--- src/include/mps_pkg.sv ---
/*
 * mps_pkg: constants and types shared by the microprogram sequencer and
 * its successor decoder.
 * assumes: nothing beyond a SystemVerilog compiler.
 */
package mps_pkg;
    // ------------------------------------------------------------------
    // widths and reset values
    // ------------------------------------------------------------------
    localparam int unsigned ADDR_W     = 14;
    localparam int unsigned WORD_W     = 16;
    localparam logic [13:0] ADDR_RESET = 14'h0000;
    localparam logic [13:0] INC_ONE    = 14'h0001;
    localparam logic [13:0] INC_TWO    = 14'h0002;

    // ------------------------------------------------------------------
    // microprogram word field positions (bit 1 is the msb, index 15)
    // ------------------------------------------------------------------
    localparam int unsigned CTL_B1     = 15;
    localparam int unsigned CTL_B2     = 14;
    localparam int unsigned CTL_B3     = 13;
    localparam int unsigned CTL_B4     = 12;
    localparam int unsigned ADDR_MSB   = 13;
    localparam int unsigned ADDR_LSB   = 0;

    // ------------------------------------------------------------------
    // successor codes
    // ------------------------------------------------------------------
    typedef enum logic [2:0] {
        SUCC_WAIT = 3'h0,
        SUCC_STEP = 3'h1,
        SUCC_SAVE = 3'h2,
        SUCC_SKIP = 3'h3,
        SUCC_OUT_OF_LINE_ONCE = 3'h4,
        SUCC_JUMP = 3'h5,
        SUCC_CALL = 3'h6,
        SUCC_RETURN_SUCCESSOR = 3'h7
    } mps_succ_t;

    // one-hot sequencing phase
    typedef enum logic [1:0] {
        PH_IDLE = 2'h1,
        PH_ONE  = 2'h2
    } mps_phase_t;
endpackage

--- src/include/mps_ctl_if.sv ---
/*
 * mps_ctl_if: decoded next-address controls passed from the successor
 * decoder to the sequencer datapath.
 * assumes: both ends share one clock.
 */
`timescale 1ns/1ns
`default_nettype none
interface mps_ctl_if;
    logic [2:0] succ_code;      // selected successor
    logic       long_form;      // long-form word active
    logic       branch_or_call; // long-form jump or call
    logic       direct_call;    // long-form call
    logic       pc_plus_one;
    logic       pc_plus_two;
    logic       alt_plus_one;
    logic       alt_plus_two;
    logic       pc_load_en;
    logic       latch_load_en;
    logic       save_pc_to_alt;
    logic       phase3_inhibit;

    modport decoder (output succ_code, long_form, branch_or_call, direct_call, pc_plus_one, pc_plus_two,
                     alt_plus_one, alt_plus_two, pc_load_en, latch_load_en, save_pc_to_alt, phase3_inhibit);
    modport datapath (input succ_code, long_form, branch_or_call, direct_call, pc_plus_one, pc_plus_two,
                      alt_plus_one, alt_plus_two, pc_load_en, latch_load_en, save_pc_to_alt, phase3_inhibit);
endinterface
`default_nettype wire

--- src/rtl/mps_succ_decode.sv ---
/*
 * mps_succ_decode: combinational successor and word-type decode.
 * assumes: inputs are stable around the phase 1 strobe.
 */
`timescale 1ns/1ns
`default_nettype none
module mps_succ_decode (
    input  wire logic        i_condition_result,     // condition result
    input  wire logic [2:0]  i_true_succ,            // true successor code
    input  wire logic [2:0]  i_false_succ,           // false successor code
    input  wire logic        i_phase3_cond,          // phase3 conditional bit
    input  wire logic [15:0] i_word,                 // microprogram store word
    input  wire logic        i_force_long_form,      // force long form
    input  wire logic        i_seq_mode_n,           // sequential mode, low active
    input  wire logic        i_manual_step,          // manual step
    input  wire logic        i_clear,                // clear
    input  wire logic        i_hold_sequencer,       // hold sequencer
    mps_ctl_if.decoder       ctl                     // decoded controls
);
    // ------------------------------------------------------------------
    // word type decode
    // ------------------------------------------------------------------
    wire logic b1 = i_word[mps_pkg::CTL_B1];
    wire logic b2 = i_word[mps_pkg::CTL_B2];
    wire logic b3 = i_word[mps_pkg::CTL_B3];
    wire logic b4 = i_word[mps_pkg::CTL_B4];
    // forcing terms stop the word being read as a branch target
    wire logic forced_seq = i_force_long_form | ~i_seq_mode_n;
    wire logic lf_jump    = ~b1 & b2 & ~forced_seq;
    wire logic lf_call    = b1 & ~b2 & ~forced_seq;
    wire logic long_form  = ~(b1 & b2 & b3 & b4) | forced_seq | i_manual_step | i_clear;

    // successor selection by the condition result
    wire logic [2:0] succ = i_condition_result ? i_true_succ : i_false_succ;
    wire logic s_wait = (succ == mps_pkg::SUCC_WAIT);
    wire logic s_out_of_line_once = (succ == mps_pkg::SUCC_OUT_OF_LINE_ONCE);
    wire logic s_save = (succ == mps_pkg::SUCC_SAVE);
    wire logic s_skip = (succ == mps_pkg::SUCC_SKIP);
    wire logic s_jmp  = (succ == mps_pkg::SUCC_JUMP) | (succ == mps_pkg::SUCC_CALL);
    wire logic s_return_successor = (succ == mps_pkg::SUCC_RETURN_SUCCESSOR);

    // ------------------------------------------------------------------
    // control outputs; long form overrides the successor
    // ------------------------------------------------------------------
    assign ctl.succ_code      = succ;
    assign ctl.long_form      = long_form;
    assign ctl.direct_call    = lf_call;
    assign ctl.branch_or_call = lf_jump | lf_call;
    assign ctl.pc_plus_one    = long_form | (~s_wait & ~s_skip & ~s_jmp & ~s_out_of_line_once & ~s_return_successor);
    assign ctl.pc_plus_two    = ~long_form & s_skip;
    assign ctl.alt_plus_one   = ~long_form & (s_jmp | s_out_of_line_once);
    assign ctl.alt_plus_two   = ~long_form & s_return_successor;
    assign ctl.pc_load_en     = (long_form | (~s_wait & ~s_out_of_line_once)) & ~i_hold_sequencer;
    assign ctl.latch_load_en  = (long_form | ~s_wait) & ~i_hold_sequencer;
    assign ctl.save_pc_to_alt = lf_call | (~long_form & (s_save | (succ == mps_pkg::SUCC_CALL)));
    assign ctl.phase3_inhibit = long_form | (~i_condition_result & i_phase3_cond);
endmodule
`default_nettype wire

--- src/rtl/mps_sequencer.sv ---
/*
 * mps_sequencer: next-address sequencer for the microprogram store.
 * assumes: a single system clock; phase 1 strobe marks the address
 * update cycle; inputs synchronous to the clock.
 */
`timescale 1ns/1ns
`default_nettype none
module mps_sequencer (
    input  wire logic        I_CLK_SYS,              // system clock
    input  wire logic        I_RST,                  // synchronous reset
    input  wire logic        i_phase1,               // phase 1 strobe
    input  wire logic        i_phase3,               // phase 3 strobe
    input  wire logic        i_condition_result,     // condition result
    input  wire logic [2:0]  i_true_succ_code,       // true successor nanobits
    input  wire logic [2:0]  i_false_succ_code,      // false successor nanobits
    input  wire logic        i_phase3_conditional_bit, // phase3 conditional nanobit
    input  wire logic [15:0] i_microprogram_store,   // current store word
    input  wire logic        i_force_long_form,      // force long form
    input  wire logic        i_seq_mode_n,           // sequential mode, low active
    input  wire logic        i_manual_step,          // manual step
    input  wire logic        i_clear,                // clear
    input  wire logic        i_hold_sequencer,       // hold sequencer
    output logic [13:0]      o_micro_pc,             // counter
    output logic [13:0]      o_alternate_micro_pc,   // alternate address
    output logic [13:0]      o_next_address_latch,   // incrementer latch
    output logic             o_long_form_instr,      // long form indicator
    output logic             o_phase3_inhibit,       // phase 3 inhibit
    output logic             o_phase3_enable,        // phase 3 operations run
    output logic             o_load_alt_from_word,   // word loads alternate
    output logic             o_load_shift_amount,    // word loads shift amount
    output logic             o_load_constant,        // word loads constant
    output logic             o_short_form,           // short form word
    output logic [7:0]       o_nano_address,         // nano address field
    output logic [2:0]       o_succ_code             // successor captured
);
    // ------------------------------------------------------------------
    // decoder
    // ------------------------------------------------------------------
    mps_ctl_if ctl ();

    mps_succ_decode u_dec (
        .i_condition_result (i_condition_result),
        .i_true_succ        (i_true_succ_code),
        .i_false_succ       (i_false_succ_code),
        .i_phase3_cond      (i_phase3_conditional_bit),
        .i_word             (i_microprogram_store),
        .i_force_long_form  (i_force_long_form),
        .i_seq_mode_n       (i_seq_mode_n),
        .i_manual_step      (i_manual_step),
        .i_clear            (i_clear),
        .i_hold_sequencer   (i_hold_sequencer),
        .ctl                (ctl)
    );

    // ------------------------------------------------------------------
    // registers
    // ------------------------------------------------------------------
    logic [13:0] pc_q,  pc_d;
    logic [13:0] alt_q, alt_d;
    logic [13:0] lat_q, lat_d;
    logic [2:0]  succ_q;
    logic        lf_q, p3i_q, p3e_q;
    logic        ld_alt_q, ld_sar_q, ld_lit_q, short_q;
    logic [7:0]  nano_q;
    mps_pkg::mps_phase_t phase_q, phase_d;

    // ------------------------------------------------------------------
    // incrementer source selection and adders
    // ------------------------------------------------------------------
    wire logic [13:0] word_addr = i_microprogram_store[mps_pkg::ADDR_MSB:mps_pkg::ADDR_LSB];
    // branch-or-call swaps the counter for the word address on the plus one path
    wire logic [13:0] m_src     = ctl.branch_or_call ? word_addr : pc_q;
    wire logic [13:0] m_plus1   = m_src + mps_pkg::INC_ONE;
    wire logic [13:0] m_plus2   = pc_q + mps_pkg::INC_TWO;
    wire logic [13:0] a_plus1   = alt_q + mps_pkg::INC_ONE;
    wire logic [13:0] a_plus2   = alt_q + mps_pkg::INC_TWO;
    // one-hot select; on wait no select is active and the load enables are off
    wire logic [13:0] inc_out   = ({14{ctl.pc_plus_one}}  & m_plus1) |
                                  ({14{ctl.pc_plus_two}}  & m_plus2) |
                                  ({14{ctl.alt_plus_one}} & a_plus1) |
                                  ({14{ctl.alt_plus_two}} & a_plus2);
    wire logic        upd       = i_phase1;

    // word routing by leading control bits
    wire logic [3:0] ctl_bits = i_microprogram_store[mps_pkg::CTL_B1:mps_pkg::CTL_B4];
    wire logic       rt_alt   = (ctl_bits[3:2] == 2'h0);
    wire logic       rt_sar   = (ctl_bits == 4'hC) | (ctl_bits == 4'hD);
    wire logic       rt_lit   = (ctl_bits == 4'hC) | (ctl_bits == 4'hE);
    wire logic       rt_short = (ctl_bits == 4'hF);

    // ------------------------------------------------------------------
    // next-state: counter, alternate and latch
    // ------------------------------------------------------------------
    always_comb begin
        pc_d  = pc_q;
        alt_d = alt_q;
        lat_d = lat_q;
        if (upd) begin
            if (ctl.pc_load_en) begin
                pc_d = inc_out;
            end
            if (ctl.latch_load_en) begin
                lat_d = inc_out;
            end
            // the alternate takes the counter value present before this update
            if (ctl.save_pc_to_alt) begin
                alt_d = pc_q;
            end
        end
        // wait leaves all three unchanged through the defaults
        if (i_clear) begin
            pc_d  = mps_pkg::ADDR_RESET;
            alt_d = mps_pkg::ADDR_RESET;
            lat_d = mps_pkg::ADDR_RESET;
        end
    end

    // ------------------------------------------------------------------
    // phase tracker
    // ------------------------------------------------------------------
    always_comb begin
        unique case (phase_q)
            mps_pkg::PH_IDLE: phase_d = i_phase1 ? mps_pkg::PH_ONE : mps_pkg::PH_IDLE;
            mps_pkg::PH_ONE:  phase_d = i_phase1 ? mps_pkg::PH_ONE : mps_pkg::PH_IDLE;
            default:          phase_d = mps_pkg::PH_IDLE;
        endcase
    end

    // ------------------------------------------------------------------
    // address registers
    // ------------------------------------------------------------------
    always_ff @(posedge I_CLK_SYS) begin
        if (I_RST) begin
            pc_q    <= mps_pkg::ADDR_RESET;
            alt_q   <= mps_pkg::ADDR_RESET;
            lat_q   <= mps_pkg::ADDR_RESET;
            phase_q <= mps_pkg::PH_IDLE;
        end else begin
            pc_q    <= pc_d;
            alt_q   <= alt_d;
            lat_q   <= lat_d;
            phase_q <= phase_d;
        end
    end

    // ------------------------------------------------------------------
    // captured controls and status, registered so outputs stay clean
    // ------------------------------------------------------------------
    always_ff @(posedge I_CLK_SYS) begin
        if (I_RST) begin
            succ_q   <= 3'h1;
            lf_q     <= 1'b0;
            p3i_q    <= 1'b0;
            p3e_q    <= 1'b0;
            ld_alt_q <= 1'b0;
            ld_sar_q <= 1'b0;
            ld_lit_q <= 1'b0;
            short_q  <= 1'b0;
            nano_q   <= 8'h00;
        end else if (upd) begin
            succ_q   <= ctl.succ_code;
            lf_q     <= ctl.long_form;
            p3i_q    <= ctl.phase3_inhibit;
            p3e_q    <= ~ctl.phase3_inhibit;
            ld_alt_q <= rt_alt;
            ld_sar_q <= rt_sar;
            ld_lit_q <= rt_lit;
            short_q  <= rt_short;
            nano_q   <= i_microprogram_store[7:0];
        end
    end

    // ------------------------------------------------------------------
    // outputs; phase 3 enable only pulses on the phase 3 strobe
    // ------------------------------------------------------------------
    assign o_micro_pc           = pc_q;
    assign o_alternate_micro_pc = alt_q;
    assign o_next_address_latch = lat_q;
    assign o_long_form_instr    = lf_q;
    assign o_phase3_inhibit     = p3i_q;
    assign o_phase3_enable      = p3e_q & i_phase3;
    assign o_load_alt_from_word = ld_alt_q;
    assign o_load_shift_amount  = ld_sar_q;
    assign o_load_constant      = ld_lit_q;
    assign o_short_form         = short_q;
    assign o_nano_address       = nano_q;
    assign o_succ_code          = succ_q;
endmodule
`default_nettype wire

--- config.mk ---
export PLATFORM = sky130hd
export DESIGN_NAME = mps_sequencer
export DESIGN_NICKNAME = d
export VERILOG_FILES = /design/src/include/mps_pkg.sv /design/src/include/mps_ctl_if.sv /design/src/rtl/mps_succ_decode.sv /design/src/rtl/mps_sequencer.sv
export SDC_FILE = /design/constraint.sdc
export NUM_CORES = 1
export LEC_CHECK = 0
export CAP_MARGIN = 15
export CORE_MARGIN = 2
export CORE_UTILIZATION = 60
export DETAILED_ROUTE_END_ITERATION = 16
export DONT_BUFFER_PORTS = 1
export HOLD_SLACK_MARGIN = 0.02
export PLACE_DENSITY = 0.75
export REMOVE_ABC_BUFFERS = 1
export SYNTH_ARGS = -nofsm -noshare
export SYNTH_HDL_FRONTEND = slang
export SYNTH_SLANG_ARGS = --single-unit
--- constraint.sdc ---
create_clock -name I_CLK_SYS -period 5.4 [get_ports I_CLK_SYS]
set_clock_uncertainty 0.15 [all_clocks]
set_input_delay 0.54 -clock I_CLK_SYS [delete_from_list [all_inputs] [get_ports I_CLK_SYS]]
set_output_delay 0.54 -clock I_CLK_SYS [all_outputs]
set_load 0.005 [all_outputs]
==> summary.md, run 1 <==
| Metric | Value |
|---|---|
| HPWL Detailed | `7.84 mm` |
| Setup-failing EPs final | `0` |
| CTS Buf Count | `9` |
| Critical path endpoint category | `flop` |
| XOR/XNOR Fraction of Synth Area | `9.19%` |
| Max Fanout on Critical Path | `14` |
| Area grow syn2layout | `5.83%` |
| Ys Warns | `0` |
| Ratio of cells with drive above 1 in the final layout | `7.52%` |
| Initial Utilization | `62.3%` |
| Largest net degree at the start of global routing | `29` |
| Final Critical Period | `3.21 ns` |
| Clk buf depth | `2` |
| IO Count | `93` |
| Clock latency on the worst-skew pair | `0.34 ns` |
| RSZ-0062 raised after global routing | `no` |
| Hold Crit Class | `in2reg` |
| Vias/cell | `6.75` |
| Detailed-route DRC error count | `0` |
| Status | `finished clean` |
| GRT Total Usage | `32.5%` |
| Largest family of logic cells by synthesized area | `simple AND/OR/NAND/NOR gates` |
| WL final | `10.8 mm` |
| Syn Area/Cell | `8.18 um^2` |
| Final Hold Viols | `0` |
| # nets final | `471` |
| Mux share of post-synthesis cell area | `11.6%` |
| Clk pwr share | `45.9%` |
| Nature of the critical path startpoint | `input pin` |
| Ant. Diodes | `0` |
| Post-synth ARST share | `0%` |
| Leading cell type in the layout, fill and taps excluded | `dfxtp_1` |
| First-pass GRT wire length | `16.5 mm` |
| #FFs+latches synth | `60` |
| Post-Synth Adder-Cell Area | `1.36%` |
| GPL Wtd Cong | `0.899` |
| PortBufs | `0` |
| Met2 usage | `51.4%` |
| GR Overflow Total | `0` |
| Worst endpoint required time | `5.51 ns` |
| Most frequent cells in the layout | `60 x dfxtp_1, 43 x nor2_1, 38 x nand2_1, 38 x mux2i_1, 33 x o21ai_0` |
| Routed wire per std cell | `20.9 um` |
| Peak VDD IR | `0.000242 V` |
| Initial DRT Pass Iterations | `6` |
| GR Layer Usage met1 | `39.3%` |
| Post-route setup TNS | `0 ns` |
| Register area share after synthesis | `32.6%` |
| Syn Std Cell Area | `3690 um^2` |
| Core area | `5920 um^2` |
| Clock-pin slew on the worst setup and hold paths | `0.07 ns` |
| Leak | `1.54 nW` |
| Max Transition Viols Final | `0` |
| Number of synthesized flops with an enable pin | `0` |
| Netlist cell types | `63` |
| Clk sinks | `60` |
| Root Driver | `clkbuf_8` |
| Die Footprint | `6790 um^2` |
| Cells after synthesis | `451` |
| Row count | `28` |
| Max-Cap Viols | `0` |
| Initial DRC count | `218` |
| Final setup margin | `2.19 ns` |
| Flop pwr share | `45.6%` |
| Final ANT Viol Nets | `0` |
| Total vias in the final route | `3468` |
| Setup CP Type | `in2reg` |
| Fmax | `0.312 GHz` |
| Hold Buf Count CTS | `0` |
| Comb pwr share | `8.5%` |
| Die Y | `82.4 um` |
| Initial antenna violation count | `0` |
| Cell Pwr Density | `266 nW/um^2` |
| Vias in the first global route | `3206` |
| Slew @ Worst Pin | `0.959 ns` |
| Sw frac | `24.0%` |
| Postcts setup bufs | `0` |
| CTS tree | `done` |
| Pre-CTS setup slack | `1.90 ns` |
| Post-Synth Simple-Gate Area | `22.3%` |
| Relative slew slack | `36.0%` |
| Synth Flop Type | `dfxtp_1` |
| Die X-Extent | `82.4 um` |
| Post-cts resize count | `0` |
| Worst path arrival time | `3.32 ns` |
| Internal power | `0.000790 W` |
| P_sw | `0.000250 W` |
| Fin crit share | `59.4%` |
| H-tree Lvls | `3` |
| GRT busiest layer | `met2` |
| GRT met3 Usage | `11.3%` |
| Compound-Gate Fraction of Synth Area | `19.3%` |
-- power groups by stage --
stage / sequential, W / clock, W / combinational [W]
floorplan: 0.000478 / 0 / 0.0000692
global placement: 0.000484 / 0 / 0.0000846
detailed placement: 0.000484 / 0 / 0.0000867
CTS: 0.000474 / 0.000480 / 0.0000872
global route: 0.000477 / 0.000496 / 0.0000964
finish: 0.000474 / 0.000477 / 0.0000883
-- state kept, by name (all words and copies together), names as in the netlist --
register,cells
o_phase3_inhibit,1
o_alternate_micro_pc,14
o_succ_code,3
o_micro_pc,14
o_next_address_latch,14
o_load_alt_from_word,1
p3e_q,1
o_nano_address,8
o_short_form,1
o_long_form_instr,1
o_load_constant,1
o_load_shift_amount,1
-- final cells by class --
cell class / instances / area, um^2
clock buffer: 12 / 165
clock inverter: 4 / 70.1
fill: 508 / 2020
inverter: 3 / 11.3
multi-input combinational: 359 / 2360
sequential: 60 / 1200
tap: 75 / 93.8
timing repair buffer: 1 / 7.51
-- stage by stage --
stage | instances | instance area (um^2) | hold slack [ns] | total power [W] | util [%]
after floorplan | 422 | 3570 | 0.289 | 0.000547 | -
after global placement | 498 | 3670 | 0.298 | 0.000569 | 62.0
after detailed placement | 498 | 3670 | 0.304 | 0.000571 | 62.0
after CTS | 514 | 3910 | 0.0961 | 0.00104 | 66.0
after global routing | 514 | 3910 | 0.0945 | 0.00107 | 66.0
final | 514 | 3910 | 0.104 | 0.00104 | 66.0
-- layer usage --
metal	part of all wire (%)	vias up
met2	44	182
met3	8.6	35
met1	42	1632
met4	4.6	0
li1	-	1619
met5	0	-
-- critical path, stage by stage --
cell       delay, ns
nand2b_1        0.30
nor2_2          0.69
nand2_1         0.11
nand2_1         0.11
ha_1            0.22
and3_1          0.25
o2111ai_1       0.14
a22oi_2         0.32
a21oi_1         0.10
or3b_1          0.37
a31oi_1         0.17
-- logic make-up after synthesis --
group                    count (synthesis)
AND/OR/NAND/NOR                        164
AO/OA/AOI/OAI                          112
flip-flops                              60
multiplexers                            42
XOR/XNOR                                37
buffers and inverters                   32
adder cells (fa/ha/maj)                  4
-- synth_stat cells, drive strengths merged, types with 12 or more instances --
library cell | instances | area, um^2
dfxtp | 60 | 1200
nor2 | 44 | 168
nand2 | 39 | 149
mux2i | 38 | 380
o21ai | 34 | 170
a21oi | 23 | 115
xor2 | 22 | 200
clkbuf | 20 | 77.6
nand3 | 18 | 90.1
a31oi | 16 | 100
xnor2 | 15 | 139
nand4 | 12 | 75.1
-- final timing paths --
| kind | startpoint | to | slack [ns] | depth (start not counted) |
|---|---|---|---|---|
| worst max-delay path | i_force_long_form | o_next_address_latch[12] | 2.19 | 11 |
| worst min-delay path | I_RST | o_succ_code[1] | 0.10 | 1 |
| worst max register to register | o_micro_pc[2] | o_micro_pc[7] | 2.77 | 7 |
| worst min register to register | p3e_q | p3e_q | 0.33 | 2 |
Power figures use the tool's default switching activity.
==> run 2, diff against run 1 <==
--- a/config.mk
+++ b/config.mk
@@ -5,9 +5,10 @@
 export SDC_FILE = /design/constraint.sdc
 export NUM_CORES = 1
 export LEC_CHECK = 0
+export ABC_AREA = 1
 export CAP_MARGIN = 15
 export CORE_MARGIN = 2
-export CORE_UTILIZATION = 60
+export CORE_UTILIZATION = 58
 export DETAILED_ROUTE_END_ITERATION = 16
 export DONT_BUFFER_PORTS = 1
 export HOLD_SLACK_MARGIN = 0.02
==> constraint.sdc (replaced) <==
create_clock -name I_CLK_SYS -period 2.8 [get_ports I_CLK_SYS]
set_clock_uncertainty 0.15 [all_clocks]
set_input_delay 0.28 -clock I_CLK_SYS [delete_from_list [all_inputs] [get_ports I_CLK_SYS]]
set_output_delay 0.28 -clock I_CLK_SYS [all_outputs]
set_load 0.005 [all_outputs]
==> summary.md, run 2 <==
| Metric | Value |
|---|---|
| Max-Cap Viols | `0 (unchanged)` |
| Final ANT Viol Nets | `0 (unchanged)` |
| GRT Total Usage | `31.1% (-1.4 points)` |
| Status | `finished clean` |
| CTS tree | `done` |
| Register area share after synthesis | `30.1% (-2.5 points)` |
| PortBufs | `0 (unchanged)` |
| Hold Crit Class | `in2reg` |
| Ys Warns | `0 (unchanged)` |
| FILL cells | `611 (+20%)` |
| Vias/cell | `5.67 (-16%)` |
| Clk sinks | `60 (unchanged)` |
| Initial DRT Pass Iterations | `5 (-1)` |
| Worst endpoint required time | `2.90 ns (-2.61 ns)` |
| Synth area leaders | `dfxtp_1 30%, nand2_1 12%, inv_1 7.9%` |
| Syn Area/Cell | `6.41 um^2 (-22%)` |
| Nature of the critical path startpoint | `flop` |
| RSZ-0062 raised after global routing | `no` |
| Clock latency on the worst-skew pair | `0.35 ns (about the same)` |
| Number of synthesized flops with an enable pin | `0 (unchanged)` |
| #FFs+latches synth | `60 (unchanged)` |
| Root Driver | `clkbuf_8` |
| DR WL met2 | `5.27 mm (+10%)` |
| # nets final | `676 (+44%)` |
| Ratio of cells with drive above 1 in the final layout | `12.6% (+5.1 points)` |
| First-pass GRT wire length | `18.3 mm (+11%)` |
| Routed wire per std cell | `15.9 um (-24%)` |
| Biggest area consumer among synthesized cells | `dfxtp_1` |
| Post-route setup TNS | `0 ns (unchanged)` |
| Synth Flop Type | `dfxtp_1` |
| Syn Std Cell Area | `3990 um^2 (+8.2%)` |
| Final Hold Viols | `0 (unchanged)` |
| Total vias in the final route | `4103 (+18%)` |
| Ant. Diodes | `0 (unchanged)` |
| Netlist cell types | `36 (-43%)` |
| Final Critical Period | `2.32 ns` |
| Clk buf depth | `2 (unchanged)` |
| Top cells by count, synth | `123 x nand2_1, 84 x inv_1, 62 x nor2_1` |
| Max Transition Viols Final | `0 (unchanged)` |
| Die X-Extent | `87.0 um (+5.5%)` |
| Initial DRC count | `276 (+27%)` |
| Clock-pin slew on the worst setup and hold paths | `0.08 ns (about the same)` |
| Die Footprint | `7560 um^2 (+11%)` |
| Core area | `6720 um^2 (+13%)` |
| Most frequent cells in the layout | `123 x nand2_1, 84 x inv_1, 62 x nor2_1` |
| Setup CP Type | `reg2reg` |
| Met3 wire length | `929 um (+0.32%)` |
| Postcts setup bufs | `0 (unchanged)` |
| Area grow syn2layout | `10.6%` |
| Initial antenna violation count | `0 (unchanged)` |
| Critical path endpoint category | `flop` |
| Fin crit share | `82.8%` |
| Row count | `30 (+7.1%)` |
| GPL Wtd Cong | `0.983 (+9.3%)` |
| DRT met1 WL | `4.93 mm (+8.1%)` |
| Cell Pwr Density | `442 nW/um^2 (+66%)` |
| Post-synth ARST share | `0% (unchanged)` |
| Vias in the first global route | `3866 (+21%)` |
| WL final | `11.5 mm (+6.9%)` |
| Max Used Layer | `met4` |
| Synth top area share | `30.1% (-2.5 points)` |
| Worst path arrival time | `2.42 ns (-0.90 ns)` |
| Fmax | `0.431 GHz` |
| Setup-failing EPs final | `0 (unchanged)` |
| Post-cts resize count | `0 (unchanged)` |
| Peak VDD IR | `0.000309 V (+28%)` |
| IO Count | `93 (unchanged)` |
| Largest net degree at the start of global routing | `29 (unchanged)` |
| Cells after synthesis | `623 (+38%)` |
| Hold Buf Count CTS | `14 (+14)` |
| Relative slew slack | `37.3% (+1.2 points)` |
| Final setup margin | `0.480 ns (-1.71 ns)` |
| Leak | `1.96 nW (+28%)` |
| CTS Buf Count | `9 (unchanged)` |
| Pre-CTS setup slack | `0.449 ns (-1.46 ns)` |
| R2R setup slack | `0.48 ns (-2.29 ns)` |
| Max Fanout on Critical Path | `5 (-9)` |
| Initial Utilization | `59.4% (-2.9 points)` |
| H-tree Lvls | `3 (unchanged)` |
| Detailed-route DRC error count | `0 (unchanged)` |
| Leading cell type in the layout, fill and taps excluded | `nand2_1` |
| Most common cell in the netlist | `nand2_1` |
| Slew @ Worst Pin | `0.938 ns (-0.0217 ns)` |
| GR Overflow Total | `0 (unchanged)` |
| Die Y | `87.0 um (+5.5%)` |
| HPWL Detailed | `8.51 mm (+8.5%)` |
## run 2: cell type report
| class | instances | area [um^2] | share of cell area [%] |
|---|---|---|---|
| clock buffers | 9 | 124 | 2.81 |
| clock inverters | 7 | 82.6 | 1.87 |
| inverters | 96 | 360 | 8.16 |
| multi-input cells | 450 | 2340 | 53.1 |
| flip-flops and latches | 60 | 1200 | 27.2 |
| well taps | 80 | 100 | 2.27 |
| repair buffers | 22 | 204 | 4.62 |
## run 2: where the power goes
group | internal, W | switching [W]
Clock | 0.000424 | 0.000394
Combinational | 0.0000752 | 0.000144
Sequential | 0.000884 | 0.0000325
Total | 0.00138 | 0.000570
## run 2: metal layers
layer	global-route usage, %	up-vias
li1	-	2049
met1	40.5	1847
met2	49.1	175
met3	6.54	32
met4	14.9	0
met5	0	-
## run 2: final timing paths
kind	start	endpoint	cells past startpoint
worst max-delay path	o_alternate_micro_pc[2]	o_micro_pc[9]	11
worst min-delay path	i_microprogram_store[14]	o_load_alt_from_word	3
worst max register to register	o_alternate_micro_pc[2]	o_micro_pc[9]	11
worst min register to register	o_phase3_inhibit	o_phase3_inhibit	2
## run 2: worst max-delay path, stage by stage, from the launching register on
cell,delay (ns)
dfxtp_1,0.47
ha_1,0.23
nand2_1,0.07
nor2_1,0.19
nand2_1,0.14
nor2_1,0.21
xor2_1,0.20
o22ai_1,0.11
nor2_1,0.22
nand3_1,0.11
nand2_1,0.07
inv_1,0.04
## run 2: logic make-up after synthesis
family          share of synthesized area (%)
xor+xnor                                 4.17
fa+ha+maj                                1.25
compound gates                           17.8
simple gates                             35.5
buf+inv                                  11.2
flops                                    30.1
## run 2: through the flow
step | power [W] | utilization [%] | std cells | hold WS (ns) | cell area (um^2)
2_1_floorplan | 0.00108 | - | 606 | 0.199 | 3910
3_3_place_gp | 0.00112 | 60.4 | 693 | 0.200 | 4060
4_1_cts | 0.00196 | 65.5 | 723 | 0.0210 | 4400
3_5_place_dp | 0.00113 | 60.4 | 693 | 0.202 | 4060
6_report | 0.00195 | 65.7 | 724 | 0.0362 | 4420
5_1_grt | 0.00203 | 65.7 | 724 | 0.0600 | 4420
==> run 3, diff against run 2 <==
--- a/config.mk
+++ b/config.mk
@@ -8,7 +8,7 @@
 export ABC_AREA = 1
 export CAP_MARGIN = 15
 export CORE_MARGIN = 2
-export CORE_UTILIZATION = 58
+export CORE_UTILIZATION = 60
 export DETAILED_ROUTE_END_ITERATION = 16
 export DONT_BUFFER_PORTS = 1
 export HOLD_SLACK_MARGIN = 0.02
==> constraint.sdc (replaced) <==
create_clock -name I_CLK_SYS -period 2.3 [get_ports I_CLK_SYS]
set_clock_uncertainty 0.15 [all_clocks]
set_input_delay 0.23 -clock I_CLK_SYS [delete_from_list [all_inputs] [get_ports I_CLK_SYS]]
set_output_delay 0.23 -clock I_CLK_SYS [all_outputs]
set_load 0.005 [all_outputs]
==> summary.md, run 3 (synthesis results as in run 2) <==
| Metric | Value |
|---|---|
| CP Depth | `13 (+2)` |
| Largest net degree at the start of global routing | `29 (unchanged)` |
| Max Transition Viols Final | `0 (unchanged)` |
| GRT busiest layer | `met2` |
| Cells on worst reg2reg path | `10 (-1)` |
| Setup CP Type | `in2reg` |
| Vias/cell | `5.80 (+2.3%)` |
| CTS Buf Count | `9 (unchanged)` |
| Setup-failing EPs final | `0 (unchanged)` |
| Initial Utilization | `62.5% (+3.1 points)` |
| Comb pwr share | `11.2% (about the same)` |
| CP max-delay cell | `dlygate4sd3_1` |
| Flop pwr share | `42.4% (-4.5 points)` |
| PortBufs | `0 (unchanged)` |
| Clock-pin slew on the worst setup and hold paths | `0.08 ns (about the same)` |
| Die X-Extent | `85.6 um (-1.6%)` |
| Pre-CTS setup slack | `0.216 ns (-0.233 ns)` |
| GRT Total Usage | `34.1% (+2.9 points)` |
| CTS tree | `done` |
| Fin area | `4630 um^2 (+4.8%)` |
| Peak VDD IR | `0.000456 V (+47%)` |
| First-pass GRT wire length | `19.7 mm (+7.5%)` |
| Nature of the critical path startpoint | `input pin` |
| Worst endpoint required time | `2.39 ns (-0.51 ns)` |
| Leak | `2.08 nW (+6.0%)` |
| Critical path endpoint category | `flop` |
| Final Hold Viols | `0 (unchanged)` |
| Relative slew slack | `54.6% (+17 points)` |
| GPL Wtd Cong | `0.913 (-7.2%)` |
| Internal power | `0.00196 W (+42%)` |
| Sw frac | `25.3% (-3.9 points)` |
| GR Layer Usage met1 | `45.8% (+5.3 points)` |
| Total vias in the final route | `4292 (+4.6%)` |
| Leading cell type in the layout, fill and taps excluded | `nand2_1` |
| GRT met3 Usage | `7.60% (+1.1 points)` |
| Root Driver | `clkbuf_8` |
| Met2 usage | `53.8% (+4.7 points)` |
| Final ANT Viol Nets | `0 (unchanged)` |
| Routed wire per std cell | `16.6 um (+4.6%)` |
| Area grow syn2layout | `16.0%` |
| Crit path launch | `i_microprogram_store[14]` |
| Final Critical Period | `2.14 ns` |
| Slew @ Worst Pin | `0.678 ns (-0.260 ns)` |
| Clk buf depth | `2 (unchanged)` |
| Worst path arrival time | `2.23 ns (-0.19 ns)` |
| Initial DRT Pass Iterations | `5 (unchanged)` |
| Ant. Diodes | `0 (unchanged)` |
| WL final | `12.3 mm (+7.0%)` |
| Max Fanout on Critical Path | `13 (+8)` |
| R2R setup slack | `0.20 ns (-0.28 ns)` |
| CP max stage delay | `0.53 ns (+0.06 ns)` |
| Worst path cell trace | `dlygate4sd3_1 > inv_1 > nand2_1 > nand3_4 > nand2_1 > nand2_2 > ha_1 > nand3_2 > inv_2 > o21ai_0 > nand2_1 > o21ai_0 > inv_1` |
| Most frequent cells in the layout | `123 x nand2_1, 84 x inv_1, 61 x nor2_1` |
| Detailed-route DRC error count | `0 (unchanged)` |
| DP Area | `4160 um^2 (+2.4%)` |
| Clk sinks | `60 (unchanged)` |
| GR Overflow Total | `0 (unchanged)` |
| Ratio of cells with drive above 1 in the final layout | `14.5% (+1.9 points)` |
| Die Y | `85.6 um (-1.6%)` |
| Cell repeated most along the worst path | `nand2_1` |
| Total power | `0.00263 W (+35%)` |
| Status | `finished clean` |
| Hold Crit Class | `in2reg` |
| Clk pwr share | `46.4% (+4.5 points)` |
| Initial antenna violation count | `0 (unchanged)` |
| Final setup margin | `0.161 ns (-0.319 ns)` |
| Fin crit share | `93.0%` |
| Max-Cap Viols | `0 (unchanged)` |
| P_sw | `0.000664 W (+16%)` |
| Initial DRC count | `293 (+6.2%)` |
| IO Count | `93 (unchanged)` |
| Cell Pwr Density | `568 nW/um^2 (+28%)` |
| Buf/Inv on CP | `4 (+3)` |
| Die Footprint | `7320 um^2 (-3.2%)` |
| Core area | `6390 um^2 (-5.0%)` |
| CP Capture Point | `o_micro_pc[4]` |
| Vias in the first global route | `4030 (+4.2%)` |
| Clock latency on the worst-skew pair | `0.35 ns (about the same)` |
| Row count | `29 (-3.3%)` |
| Fmax | `0.468 GHz` |
| Worst R2R Start | `o_micro_pc[2]` |
| H-tree Lvls | `3 (unchanged)` |
| HPWL Detailed | `8.71 mm (+2.4%)` |
| CP top delay family | `simple AND/OR/NAND/NOR gates` |
| Reg-to-reg critical path endpoint | `o_micro_pc[10]` |
| # nets final | `695 (+2.8%)` |
[run 3: tightest hold or removal path: cells and delay by family]
| kind | cells | cell delay [ns] |
|---|---|---|
| AOI/OAI and AO/OA | 1 | 0.08 |
| buffers and inverters | 2 | 0.06 |
| and+or+nand+nor | 2 | 0.12 |
[run 3: through the flow]
| stage | cells | util (%) | hold slack, ns | TNS, ns |
|---|---|---|---|---|
| after detailed placement | 702 | 65.1 | 0.152 | 0 |
| after CTS | 736 | 71.8 | 0.0372 | 0 |
| after global routing | 740 | 72.5 | 0.0615 | -0.00490 |
| after global placement | 702 | 65.1 | 0.150 | 0 |
| after floorplan | 606 | - | 0.149 | 0 |
| final | 740 | 72.5 | 0.0307 | 0 |
[run 3: per-layer routing]
layer	wire length (um)	up-vias
met5	0	-
met4	302	0
met3	1140	35
met2	5580	231
met1	5270	1943
li1	-	2083
[run 3: final cells by class]
class                      count  area (um^2)
timing repair buffer          41          365
sequential                    60         1200
clock inverter                 4         95.1
multi-input combinational    450         2350
clock buffer                  12          155
inverter                      96          360
tap                           77         96.3
fill                         553         1760
[run 3: what timing repair did]
item,4_1_cts,5_1_grt
buffers inserted,0,4
endpoints found under the setup margin,0,20
hold buffers,18,0
endpoints found under the hold margin,20,0
gates resized for setup,0,2
[run 3: power by group through the flow]
stage | logic (W) | registers [W] | clock network (W)
after global routing | 0.000328 | 0.00112 | 0.00126
after global placement | 0.000246 | 0.00114 | 0
final | 0.000295 | 0.00111 | 0.00122
after floorplan | 0.000181 | 0.00113 | 0
after detailed placement | 0.000251 | 0.00114 | 0
after CTS | 0.000282 | 0.00111 | 0.00121
[run 3: worst min path at each step]
stage	from	endpoint	cells past startpoint
floorplan	I_RST	p3e_q	1
global placement	I_RST	p3e_q	1
detailed placement	I_RST	p3e_q	1
CTS	i_false_succ_code[0]	o_succ_code[0]	2
global route	i_condition_result	o_phase3_inhibit	5
finish	i_condition_result	o_phase3_inhibit	5
